--- src/verilog/ebedac_cfg.svh ---
// Constants for the external bus error correction unit
`ifndef EBEDAC_CFG_SVH
`define EBEDAC_CFG_SVH

// Register indices; byte address is four times the index
`define EBEDAC_CS_IDX      8'h15
`define EBEDAC_STAT_IDX    8'h16
`define EBEDAC_MASK_IDX    8'h17

// Control/status fields
`define EBEDAC_CS_MODE_DBL 6
`define EBEDAC_CS_MODE_SGL 5
`define EBEDAC_CS_DBL      4
`define EBEDAC_CS_CNT_MSB  3
`define EBEDAC_CS_CNT_LSB  0
`define EBEDAC_CS_RST      8'h00
`define EBEDAC_CNT_MAX     4'hF

// Interrupt status and mask fields
`define EBEDAC_ST_SGL      0
`define EBEDAC_ST_DBL      1
`define EBEDAC_ST_RST      2'h0

// Bus cycle timing in core clocks
`define EBEDAC_STRB_CYC    3'h4
`define EBEDAC_HOLD_CYC    1

`endif

--- src/verilog/ebedac_pkg.sv ---
// Types for the external bus error correction unit
`default_nettype none

package ebedac_pkg;

  typedef enum logic [2:0] {
    ST_IDLE = 3'b000,
    ST_ADDR = 3'b001,
    ST_STRB = 3'b010,
    ST_HOLD = 3'b011,
    ST_DONE = 3'b100
  } ebedac_state_e;

  typedef logic [15:0] ebedac_word_t;
  typedef logic [4:0]  ebedac_chk_t;

endpackage : ebedac_pkg

`default_nettype wire

--- src/verilog/ebedac_codec_if.sv ---
// Carrier between bus sequencer and check-bit codec
`timescale 1ns/100ps
`default_nettype none

interface ebedac_codec_if;
  ebedac_pkg::ebedac_word_t enc_data;
  ebedac_pkg::ebedac_chk_t  enc_chk;
  ebedac_pkg::ebedac_word_t dec_data;
  ebedac_pkg::ebedac_chk_t  dec_chk;
  ebedac_pkg::ebedac_word_t dec_fixed;
  logic                     dec_single;
  logic                     dec_double;

  modport user (
    output enc_data,
    output dec_data,
    output dec_chk,
    input  enc_chk,
    input  dec_fixed,
    input  dec_single,
    input  dec_double
  );

  modport codec (
    input  enc_data,
    input  dec_data,
    input  dec_chk,
    output enc_chk,
    output dec_fixed,
    output dec_single,
    output dec_double
  );
endinterface : ebedac_codec_if

`default_nettype wire

--- src/verilog/ebedac_top.sv ---
// External bus error correction unit with AHB-Lite register slave
// Function
// - Protected writes get check bits; protected reads are checked and corrected.
// - Enable pin level, sampled per bus cycle, decides whether correction applies.
// - Check bits leave on the check port in protected writes, arrive in reads.
// - Control bits 6 and 5 choose which errors raise interrupts.
// - Control bit 4 reads set after an uncorrectable double error.
// - Control bits 3 to 0 count corrected single-bit errors.
// - Control/status register sits at index 15h of the register window.
// - Protected writes drive check bits before strobe rise and hold after.
`include "ebedac_cfg.svh"
`timescale 1ns/100ps
`default_nettype none

module ebedac_top (
  input  wire logic        core_clk_i,
  input  wire logic        rst_n_i,
  input  wire logic        hsel_i,
  input  wire logic [31:0] haddr_i,
  input  wire logic [1:0]  htrans_i,
  input  wire logic        hwrite_i,
  input  wire logic [2:0]  hsize_i,
  input  wire logic [31:0] hwdata_i,
  input  wire logic        hready_i,
  output logic      [31:0] hrdata_o,
  output logic             hreadyout_o,
  output logic             hresp_o,
  input  wire logic        mem_req_i,
  input  wire logic        mem_we_i,
  input  wire logic [15:0] mem_addr_i,
  input  wire logic [15:0] mem_wdata_i,
  output logic             mem_ack_o,
  output logic      [15:0] mem_rdata_o,
  output logic             mem_err_o,
  output logic             ale_o,
  output logic             rd_n_o,
  output logic             wr_n_o,
  output logic      [15:0] ad_o,
  output logic             ad_oe_o,
  input  wire logic [15:0] ad_i,
  output logic      [4:0]  check_bit_port_o,
  output logic             check_bit_port_oe_o,
  input  wire logic [4:0]  check_bit_port_i,
  input  wire logic        ecc_cycle_enable_n_i,
  output logic             irq_o
);

  // Reset release through two flops
  logic rst_meta_q;
  logic rst_q;
  wire logic rst_n;

  always_ff @(posedge core_clk_i or negedge rst_n_i) begin
    if (!rst_n_i) begin
      rst_meta_q <= 1'b0;
      rst_q      <= 1'b0;
    end else begin
      rst_meta_q <= 1'b1;
      rst_q      <= rst_meta_q;
    end
  end
  assign rst_n = rst_q;

  // Pin synchronisers; stage one feeds stage two only
  logic [21:0] pin_meta_q;
  logic [21:0] pin_sync_q;
  wire logic [15:0] ad_s;
  wire logic [4:0]  cb_s;
  wire logic        en_n_s;

  always_ff @(posedge core_clk_i or negedge rst_n) begin
    if (!rst_n) begin
      pin_meta_q <= 22'h3FFFFF;
      pin_sync_q <= 22'h3FFFFF;
    end else begin
      pin_meta_q <= {ecc_cycle_enable_n_i, check_bit_port_i, ad_i};
      pin_sync_q <= pin_meta_q;
    end
  end
  assign ad_s   = pin_sync_q[15:0];
  assign cb_s   = pin_sync_q[20:16];
  assign en_n_s = pin_sync_q[21];

  // Bus cycle sequencer
  ebedac_pkg::ebedac_state_e state_q;
  ebedac_pkg::ebedac_state_e state_d;
  ebedac_pkg::ebedac_word_t  addr_q;
  ebedac_pkg::ebedac_word_t  wdat_q;
  ebedac_pkg::ebedac_word_t  rdat_q;
  ebedac_pkg::ebedac_word_t  rdata_q;
  ebedac_pkg::ebedac_chk_t   rchk_q;
  ebedac_pkg::ebedac_chk_t   wchk_q;
  logic       we_q;
  logic       en_q;
  logic [2:0] cnt_q;
  logic       sgl_q;
  logic       dbl_q;

  ebedac_codec_if cif ();
  ebedac_codec u_codec (.cif(cif.codec));

  assign cif.enc_data = wdat_q;
  assign cif.dec_data = rdat_q;
  assign cif.dec_chk  = rchk_q;

  wire logic accept;
  wire logic strb_end;
  wire logic prot_rd_done;
  wire logic sgl_evt;
  wire logic dbl_evt;

  // Accept needs only IDLE and a request; a request still high after ack starts a new cycle
  assign accept       = (state_q == ebedac_pkg::ST_IDLE) && mem_req_i;
  assign strb_end     = (state_q == ebedac_pkg::ST_STRB) && (cnt_q == 3'h1);
  assign prot_rd_done = (state_q == ebedac_pkg::ST_DONE) && !we_q && en_q;
  assign sgl_evt      = prot_rd_done && sgl_q;
  assign dbl_evt      = prot_rd_done && dbl_q;

  always_comb begin
    state_d = state_q;
    case (state_q)
      ebedac_pkg::ST_IDLE: begin
        if (mem_req_i) begin
          state_d = ebedac_pkg::ST_ADDR;
        end
      end
      ebedac_pkg::ST_ADDR: begin
        state_d = ebedac_pkg::ST_STRB;
      end
      ebedac_pkg::ST_STRB: begin
        if (cnt_q == 3'h1) begin
          state_d = ebedac_pkg::ST_HOLD;
        end
      end
      ebedac_pkg::ST_HOLD: begin
        state_d = ebedac_pkg::ST_DONE;
      end
      default: begin
        state_d = ebedac_pkg::ST_IDLE;
      end
    endcase
  end

  always_ff @(posedge core_clk_i or negedge rst_n) begin
    if (!rst_n) begin
      state_q <= ebedac_pkg::ST_IDLE;
      cnt_q   <= 3'h0;
    end else begin
      state_q <= state_d;
      cnt_q   <= (state_q == ebedac_pkg::ST_ADDR) ? `EBEDAC_STRB_CYC :
                 (cnt_q != 3'h0) ? cnt_q - 3'h1 : 3'h0;
    end
  end

  always_ff @(posedge core_clk_i or negedge rst_n) begin
    if (!rst_n) begin
      addr_q <= 16'h0000;
      wdat_q <= 16'h0000;
      we_q   <= 1'b0;
    end else if (accept) begin
      addr_q <= mem_addr_i;
      wdat_q <= mem_wdata_i;
      we_q   <= mem_we_i;
    end
  end

  // Enable is taken once, at the end of the address phase
  always_ff @(posedge core_clk_i or negedge rst_n) begin
    if (!rst_n) begin
      en_q   <= 1'b0;
      wchk_q <= 5'h00;
    end else if (state_q == ebedac_pkg::ST_ADDR) begin
      en_q   <= !en_n_s;
      wchk_q <= cif.enc_chk;
    end
  end

  // Read data and check bits caught at strobe end, decoded in hold
  always_ff @(posedge core_clk_i or negedge rst_n) begin
    if (!rst_n) begin
      rdat_q  <= 16'h0000;
      rchk_q  <= 5'h00;
      rdata_q <= 16'h0000;
      sgl_q   <= 1'b0;
      dbl_q   <= 1'b0;
    end else begin
      if (strb_end && !we_q) begin
        rdat_q <= ad_s;
        rchk_q <= cb_s;
      end
      if (state_q == ebedac_pkg::ST_HOLD) begin
        rdata_q <= en_q ? cif.dec_fixed : rdat_q;
        sgl_q   <= cif.dec_single;
        dbl_q   <= cif.dec_double;
      end
    end
  end

  wire logic wr_drive;
  assign wr_drive = we_q && ((state_q == ebedac_pkg::ST_STRB) ||
                             (state_q == ebedac_pkg::ST_HOLD));

  // Pin drive is decoded from state, no extra latency
  assign ale_o               = (state_q == ebedac_pkg::ST_ADDR);
  assign rd_n_o              = !((state_q == ebedac_pkg::ST_STRB) && !we_q);
  assign wr_n_o              = !((state_q == ebedac_pkg::ST_STRB) && we_q);
  assign ad_oe_o             = ale_o || wr_drive;
  assign ad_o                = ale_o ? addr_q : wdat_q;
  assign check_bit_port_oe_o = wr_drive && en_q;
  assign check_bit_port_o    = wchk_q;
  assign mem_ack_o           = (state_q == ebedac_pkg::ST_DONE);
  assign mem_rdata_o         = rdata_q;
  assign mem_err_o           = mem_ack_o && en_q && !we_q && dbl_q;

  // AHB-Lite slave, zero wait states
  wire logic       ahb_vld;
  wire logic [9:0] ahb_off;
  logic            wr_pend_q;
  logic [9:0]      wr_off_q;
  logic [31:0]     hrdata_q;

  assign ahb_vld = hsel_i && hready_i && htrans_i[1];
  assign ahb_off = haddr_i[9:0];

  always_ff @(posedge core_clk_i or negedge rst_n) begin
    if (!rst_n) begin
      wr_pend_q <= 1'b0;
      wr_off_q  <= 10'h000;
    end else begin
      wr_pend_q <= ahb_vld && hwrite_i;
      wr_off_q  <= ahb_off;
    end
  end

  wire logic cs_wr;
  wire logic st_wr;
  wire logic mk_wr;
  assign cs_wr = wr_pend_q && (wr_off_q == {`EBEDAC_CS_IDX, 2'b00});
  assign st_wr = wr_pend_q && (wr_off_q == {`EBEDAC_STAT_IDX, 2'b00});
  assign mk_wr = wr_pend_q && (wr_off_q == {`EBEDAC_MASK_IDX, 2'b00});

  // Control/status: mode bits, double flag, saturating single count
  logic [1:0] mode_q;
  logic       dflag_q;
  logic [3:0] scnt_q;
  logic [3:0] scnt_d;
  logic [1:0] stat_q;
  logic [1:0] mask_q;
  wire logic [7:0] cs_val;
  wire logic [1:0] stat_set;

  assign cs_val = {1'b0, mode_q, dflag_q, scnt_q};

  always_comb begin
    scnt_d = cs_wr ? 4'h0 : scnt_q;
    if (sgl_evt) begin
      if (cs_wr) begin
        scnt_d = 4'h1;
      end else if (scnt_q != `EBEDAC_CNT_MAX) begin
        scnt_d = scnt_q + 4'h1;
      end
    end
  end

  always_ff @(posedge core_clk_i or negedge rst_n) begin
    if (!rst_n) begin
      mode_q  <= 2'h0;
      dflag_q <= 1'b0;
      scnt_q  <= 4'h0;
    end else begin
      if (cs_wr) begin
        mode_q <= hwdata_i[`EBEDAC_CS_MODE_DBL:`EBEDAC_CS_MODE_SGL];
      end
      dflag_q <= dbl_evt || (dflag_q && !cs_wr);
      scnt_q  <= scnt_d;
    end
  end

  // Mode bits decide which errors reach the interrupt status
  assign stat_set = {dbl_evt && mode_q[1], sgl_evt && mode_q[0]};

  always_ff @(posedge core_clk_i or negedge rst_n) begin
    if (!rst_n) begin
      stat_q <= `EBEDAC_ST_RST;
      mask_q <= `EBEDAC_ST_RST;
    end else begin
      stat_q <= stat_set | (stat_q & ~(st_wr ? hwdata_i[1:0] : 2'h0));
      if (mk_wr) begin
        mask_q <= hwdata_i[1:0];
      end
    end
  end
  assign irq_o = |(stat_q & mask_q);

  // Read data registered in the address phase; unmapped reads zero
  wire logic [31:0] rd_mux;
  assign rd_mux =
    (ahb_off == {`EBEDAC_CS_IDX, 2'b00})   ? {24'h000000, cs_val} :
    (ahb_off == {`EBEDAC_STAT_IDX, 2'b00}) ? {30'h00000000, stat_q} :
    (ahb_off == {`EBEDAC_MASK_IDX, 2'b00}) ? {30'h00000000, mask_q} :
    32'h00000000;

  always_ff @(posedge core_clk_i or negedge rst_n) begin
    if (!rst_n) begin
      hrdata_q <= 32'h00000000;
    end else if (ahb_vld && !hwrite_i) begin
      hrdata_q <= rd_mux;
    end
  end
  assign hrdata_o    = hrdata_q;
  assign hreadyout_o = 1'b1;
  assign hresp_o     = 1'b0;

  // Checks
  AST_ACK_TIME: assert property (@(posedge core_clk_i)
    disable iff (!rst_n) accept |-> ##7 mem_ack_o)
    else $error("bus cycle ack not seven cycles after accept");
  AST_UNPROT_NO_CHK: assert property (@(posedge core_clk_i)
    disable iff (!rst_n) ale_o && en_n_s |=> !check_bit_port_oe_o [*6])
    else $error("check port driven on unprotected cycle");
  AST_WR_CHK: assert property (@(posedge core_clk_i)
    disable iff (!rst_n) !wr_n_o && en_q |-> check_bit_port_oe_o &&
    (check_bit_port_o == cif.enc_chk))
    else $error("check bits wrong during protected write");
  AST_WR_HOLD: assert property (@(posedge core_clk_i)
    disable iff (!rst_n) $rose(wr_n_o) && en_q |-> check_bit_port_oe_o &&
    $stable(check_bit_port_o) ##1 !check_bit_port_oe_o)
    else $error("check bits not held one cycle after write strobe");
  AST_MODE_GATE: assert property (@(posedge core_clk_i)
    disable iff (!rst_n) sgl_evt && !mode_q[0] && !stat_q[0] |=> !stat_q[0])
    else $error("single error raised status with mode off");
  AST_DBL_FLAG: assert property (@(posedge core_clk_i)
    disable iff (!rst_n) dbl_evt |=> dflag_q && cs_val[`EBEDAC_CS_DBL])
    else $error("double flag not set after double error");
  AST_CNT_INC: assert property (@(posedge core_clk_i)
    disable iff (!rst_n) sgl_evt && !cs_wr && (scnt_q != 4'hF) |=>
    scnt_q == $past(scnt_q) + 4'h1)
    else $error("single error count did not advance");
  AST_CS_READ: assert property (@(posedge core_clk_i)
    disable iff (!rst_n) ahb_vld && !hwrite_i && (haddr_i[9:0] == 10'h054)
    |=> hrdata_o == {24'h000000, $past(cs_val)})
    else $error("control/status not read at its address");
  AST_CNT_SAT: assert property (@(posedge core_clk_i)
    disable iff (!rst_n) (scnt_q == 4'hF) && !cs_wr |=> scnt_q == 4'hF)
    else $error("single error count wrapped");
  AST_CS_CLR: assert property (@(posedge core_clk_i)
    disable iff (!rst_n) cs_wr && !prot_rd_done |=>
    (scnt_q == 4'h0) && !dflag_q)
    else $error("register write did not clear count and flag");

  COV_PROT_WR: cover property (@(posedge core_clk_i) disable iff (!rst_n)
    $rose(wr_n_o) && check_bit_port_oe_o);
  COV_SGL: cover property (@(posedge core_clk_i) disable iff (!rst_n)
    sgl_evt);
  COV_DBL: cover property (@(posedge core_clk_i) disable iff (!rst_n)
    dbl_evt);
  COV_IRQ: cover property (@(posedge core_clk_i) disable iff (!rst_n)
    $rose(irq_o));

endmodule : ebedac_top

`default_nettype wire

--- src/verilog/ebedac_codec.sv ---
// Check-bit generator and single-error corrector, 16 data bits, 5 check bits
`timescale 1ns/100ps
`default_nettype none

module ebedac_codec (
  ebedac_codec_if.codec cif
);

  // Distinct columns of weight two or three, so none aliases a check bit
  function automatic logic [4:0] col(input int idx);
    case (idx)
      0:       col = 5'h03;
      1:       col = 5'h05;
      2:       col = 5'h06;
      3:       col = 5'h09;
      4:       col = 5'h0A;
      5:       col = 5'h0C;
      6:       col = 5'h11;
      7:       col = 5'h12;
      8:       col = 5'h14;
      9:       col = 5'h18;
      10:      col = 5'h07;
      11:      col = 5'h0B;
      12:      col = 5'h0D;
      13:      col = 5'h0E;
      14:      col = 5'h13;
      default: col = 5'h15;
    endcase
  endfunction : col

  function automatic logic [4:0] gen_chk(input logic [15:0] d);
    logic [4:0] c;
    c = 5'h00;
    for (int i = 0; i < 16; i++) begin
      if (d[i]) begin
        c = c ^ col(i);
      end
    end
    gen_chk = c;
  endfunction : gen_chk

  wire logic [4:0]  syn;
  wire logic [15:0] hit;
  wire logic        chk_hit;

  assign cif.enc_chk = gen_chk(cif.enc_data);
  assign syn         = gen_chk(cif.dec_data) ^ cif.dec_chk;

  genvar g;
  generate
    for (g = 0; g < 16; g++) begin : g_fix
      assign hit[g]           = (syn == col(g));
      assign cif.dec_fixed[g] = cif.dec_data[g] ^ hit[g];
    end
  endgenerate

  // A flipped check bit leaves a weight-one syndrome; data is already good
  assign chk_hit        = (syn != 5'h00) && ((syn & (syn - 5'h01)) == 5'h00);
  assign cif.dec_single = (|hit) | chk_hit;
  // Five check bits cannot catch every double; unmatched syndromes flag it
  assign cif.dec_double = (syn != 5'h00) && !cif.dec_single;

endmodule : ebedac_codec

`default_nettype wire

--- config.mk ---
export PLATFORM = sky130hd
export DESIGN_NAME = ebedac_top
export DESIGN_NICKNAME = d
export VERILOG_FILES = /design/src/verilog/ebedac_pkg.sv /design/src/verilog/ebedac_codec_if.sv /design/src/verilog/ebedac_top.sv /design/src/verilog/ebedac_codec.sv
export VERILOG_INCLUDE_DIRS = /design/src /design/src/verilog
export SDC_FILE = /design/constraint.sdc
export NUM_CORES = 1
export LEC_CHECK = 0
export BUFFER_PORTS_ARGS = -buffer_cell sky130_fd_sc_hd__buf_4
export CORE_MARGIN = 8
export CORE_UTILIZATION = 56
export CTS_CLUSTER_SIZE = 40
export DETAILED_ROUTE_END_ITERATION = 10
export HOLD_SLACK_MARGIN = 0.12
export PLACE_DENSITY = 0.86
export SYNTH_ARGS = -nofsm -noshare
export SYNTH_HDL_FRONTEND = slang
export SYNTH_HIERARCHICAL = 1
export SYNTH_SLANG_ARGS = --single-unit
export TNS_END_PERCENT = 1
--- constraint.sdc ---
create_clock -name core_clk_i -period 9.6 [get_ports core_clk_i]
set_input_delay 0.48 -clock core_clk_i [delete_from_list [all_inputs] [get_ports core_clk_i]]
set_output_delay 0.48 -clock core_clk_i [all_outputs]
set_load 0.02 [all_outputs]
==> out/results.md <==
| Result | Value | Unit |
| --- | --- | --- |
| Total power density per cell area | 437.5 | nW/um^2 |
| Number of detailed-route iterations in the first pass | 4 | - |
| Share of post-route cells with drive strength above 1 | 44.75 | % |
| Final setup viols | 0 | - |
| Maximum fanout encountered on the critical timing path | 27 | - |
| Synth cell types | 63 | - |
| Register clock-pin slew on the reported worst setup and hold paths | 0.06 | ns |
| Time the worst path needs with I/O delays and setup | 2.852 | ns |
| Element type at the critical path end | primary output | - |
| CTS sink cnt | 159 | - |
| Wire length of the first global-routing pass | 22330 | um |
| Number of antenna cells inserted | 0 | - |
| Die Wd | 130.2 | um |
| CORE AREA | 12670 | sq um |
| Setup slack of the most critical reg-to-reg path | 6.93 | ns |
| Number of input and output port buffers inserted | 127 | - |
| Worst setup SP type | flip-flop | - |
| Leading post-synthesis cells by instance count | sky130_fd_sc_hd__dfrtp_1 (115), sky130_fd_sc_hd__mux2_2 (80), sky130_fd_sc_hd__dfstp_2 (44), sky130_fd_sc_hd__xnor2_1 (44), sky130_fd_sc_hd__nand2_1 (43) | - |
| Cell area after technology mapping | 7303 | sq um |
| Initial cell density of the core | 57.64 | % |
| Syn Area/Cell | 13.23 | sq um |
| Result of the run | completed | - |
| Number of synthesized register bits | 159 | - |
| Design internal power | 0.002295 | W |
| Count of mapped cells out of synthesis | 552 | - |
| Type of the worst setup path | reg2out | - |
| Standard-cell rows | 41 | - |
| Buffer levels on the longest clock path | 2 | - |
| Number of gates resized after cts | 0 | - |
| Clock Skews | 0.007589 | ns |
| Placed wire-length estimate | 10430 | um |
| Height of the die | 130.2 | um |
| Sw Share | 40.77 | % |
| GRT Resource Usage Total | 16.91 | % |
| Largest net degree at the start of global routing | 95 | - |
| Later-pin clock latency in the skew report | 0.42 | ns |
| Final core utilization | 69.90 | % |
| Most frequent cell after synthesis | sky130_fd_sc_hd__dfrtp_1 | - |
| Max-cap violations | 0 | - |
| GR Overflow Total | 0 | - |
| Most frequently used flop master after synthesis | sky130_fd_sc_hd__dfrtp_1 | - |
| I/O pins | 209 | - |
| Number of global-route vias before repair | 4537 | - |
| Avg WL per Cell | 16.09 | um |
| Setup repair after global routing missed its margin | no | - |
| Synth top area cells | sky130_fd_sc_hd__dfrtp_1 (39%), sky130_fd_sc_hd__dfstp_2 (16%), sky130_fd_sc_hd__mux2_2 (12%) | - |
| TritonCTS clock tree | built | - |
| Combinational share of power | 55.0 | % |
| Type of the most critical hold path | in2reg | - |
| Sw Pwr | 0.001580 | W |
| Highest Clock Rate | 350.6 | MHz |
| Number of levels the H-tree was split into | 4 | - |
| Post-Route Setup TNS | 0 | ns |
| Layout overhead on the synthesized area | 21.28 | % |
| CTS buffer count | 17 | - |
| Final estimated routing congestion in global placement | 0.8599 | - |
| Aggregate routed wire length | 13950 | um |
| Leakage component of the power | 4.016 | nW |
| Ratio of routed vias to standard cells | 5.126 | - |
| Critical path data arrival time | 2.37 | ns |
| Yosys warns | 6 | - |
| Cell type with the highest aggregate area in the netlist | sky130_fd_sc_hd__dfrtp_1 | - |
| Max transition margin | 25.89 | % |
| Hold Vio Cnt, Final | 0 | - |
| DRC Markers | 0 | - |
| Required @ worst endpoint | 9.12 | ns |
| Remaining antenna violation count after routing | 0 | - |
| Number of fill cells in the layout | 913 | - |
| Share of synthesized flip-flops with an asynchronous set or reset | 100.0 | % |
| Proportion of power drawn by flip-flops and latches | 27.8 | % |
| Final Max Tran Viols | 0 | - |
| Part of the Yosys area used for sequential elements | 55.23 | % |
| Initial DRC count | 270 | - |
| Final critical-path share of the clock period | 29.71 | % |
| Max IR drop VDD | 0.2659 | mV |
| Vias post-DR | 4444 | - |
| Clock group share of total power | 17.2 | % |
| Area enclosed by the die boundary | 16950 | sq um |
| Synth top area share | 39.40 | % |
| CTS Root Buffer Type | sky130_fd_sc_hd__clkbuf_16 | - |
| Number of enable flip-flop cells after synthesis | 0 | - |
| Slew at the pin with the worst max-slew slack | 1.112 | ns |
| Initial antenna violation count | 0 | - |
| Nets@finish | 815 | - |
==> registers in the layout (all words and copies together) (netlist names), 3 cells and up <==
register and flops:
pin_meta_q 22, pin_sync_q 22, addr_q 16, cif.dec_data 16, cif.enc_data 16, mem_rdata_o 16
wr_off_q 10, hrdata_o 7, check_bit_port_o 5, cif.dec_chk 5, scnt_q 4, cnt_q 3
state_q 3
==> cells in the final DEF, fill, tap and decap left out, types with 4 or more instances in the layout <==
master | netlist | routed
sky130_fd_sc_hd__buf_4 | 35 | 129
sky130_fd_sc_hd__dfrtp_1 | 115 | 114
sky130_fd_sc_hd__mux2_2 | 80 | 80
sky130_fd_sc_hd__dfstp_2 | 44 | 44
sky130_fd_sc_hd__xnor2_1 | 44 | 44
sky130_fd_sc_hd__nand2_1 | 43 | 43
sky130_fd_sc_hd__conb_1 | 2 | 28
sky130_fd_sc_hd__o21ai_0 | 22 | 22
sky130_fd_sc_hd__xor2_1 | 18 | 18
sky130_fd_sc_hd__mux2i_1 | 17 | 17
sky130_fd_sc_hd__clkbuf_16 | 0 | 17
sky130_fd_sc_hd__nor2_1 | 14 | 14
sky130_fd_sc_hd__nand3_1 | 11 | 11
sky130_fd_sc_hd__a21oi_1 | 8 | 8
sky130_fd_sc_hd__nor3_1 | 6 | 6
sky130_fd_sc_hd__nand2b_1 | 5 | 5
sky130_fd_sc_hd__inv_1 | 5 | 5
sky130_fd_sc_hd__nand3b_1 | 5 | 5
sky130_fd_sc_hd__and3_1 | 4 | 4
sky130_fd_sc_hd__o31ai_1 | 4 | 4
==> cells by family after synthesis <==
logic type / synth area share, %
flops: 55.23
simple gates: 8.978
mux: 15.02
xor+xnor: 10.66
compound gates: 4.540
buf+inv: 4.951
fa+ha+maj: 0.5140
other cells: 0.1028
==> cell type report <==
| class | instances | area [sq um] | area share, % |
|---|---|---|---|
| multi-input combinational | 369 | 3005 | 33.93 |
| clock inverter | 11 | 131.4 | 1.483 |
| clock buffer | 21 | 470.5 | 5.311 |
| inverter | 5 | 18.77 | 0.2119 |
| tap | 172 | 215.2 | 2.430 |
| sequential | 159 | 4038 | 45.59 |
| timing repair buffer | 130 | 978.4 | 11.05 |
==> through the flow <==
| step | hold WS [ns] | power [W] | std cells | setup WS [ns] | area (sq um) |
|---|---|---|---|---|---|
| floorplan | 0.1844 | 0.002773 | 578 | 4.919 | 7401 |
| global placement | 0.2623 | 0.003157 | 834 | 6.964 | 8245 |
| detailed placement | 0.2654 | 0.003222 | 834 | 6.912 | 8245 |
| CTS | 0.1479 | 0.003904 | 867 | 6.717 | 8857 |
| global route | 0.1421 | 0.004144 | 867 | 6.620 | 8857 |
| finish | 0.1693 | 0.003875 | 867 | 6.748 | 8857 |
==> per-layer routing <==
layer  part of all wire (%)  vias to the layer above  track usage (%)  wire length (um)
li1                       -                     2110                -                 -
met1                     43                     2166            21.86              5972
met3                     10                       14            5.753              1425
met4                    1.2                        0            6.421               169
met2                     46                      154            25.84              6383
met5                      0                        -                0                 0
==> path summary, 6_finish.rpt <==
check                           cells past startpoint                        start                           end
worst min register to register                      0         rst_meta_q$_DFF_PN0_               rst_n$_DFF_PN0_
worst max register to register                      7  cif.dec_data[7]$_DFFE_PN0P_             sgl_q$_DFFE_PN0N_
min in group asynchronous                           2                      rst_n_i          rst_meta_q$_DFF_PN0_
worst max-delay path                                4       state_q[1]$_DFFE_PN0P_                       ad_o[3]
worst min-delay path                                1                      ad_i[1]       pin_meta_q[1]$_DFF_PN1_
max in group asynchronous                           1              rst_n$_DFF_PN0_  cif.dec_data[11]$_DFFE_PN0P_
==> power groups by stage <==
stage	clock (W)	combinational, W	sequential, W
after global routing	0.000714	0.00232	0.00111
after global placement	0	0.00208	0.00108
after detailed placement	0	0.00213	0.00109
after floorplan	0	0.00172	0.00105
after CTS	0.000682	0.00214	0.00108
final	0.000668	0.00213	0.00108
==> repair_timing <==
action,4_1_cts,5_1_grt
endpoints found under the hold margin,2,0
hold buffers,1,0
buffers inserted,0,0
endpoints found under the setup margin,0,0
==> worst max-delay path, cell delays in order (launching register included) <==
cell,delay (ns)
sky130_fd_sc_hd__dfrtp_1,0.50
sky130_fd_sc_hd__nand2b_1,0.26
sky130_fd_sc_hd__nor2_4,0.61
sky130_fd_sc_hd__mux2_2,0.42
sky130_fd_sc_hd__buf_4,0.16
Note: power is estimated with default switching activity, not from simulation.
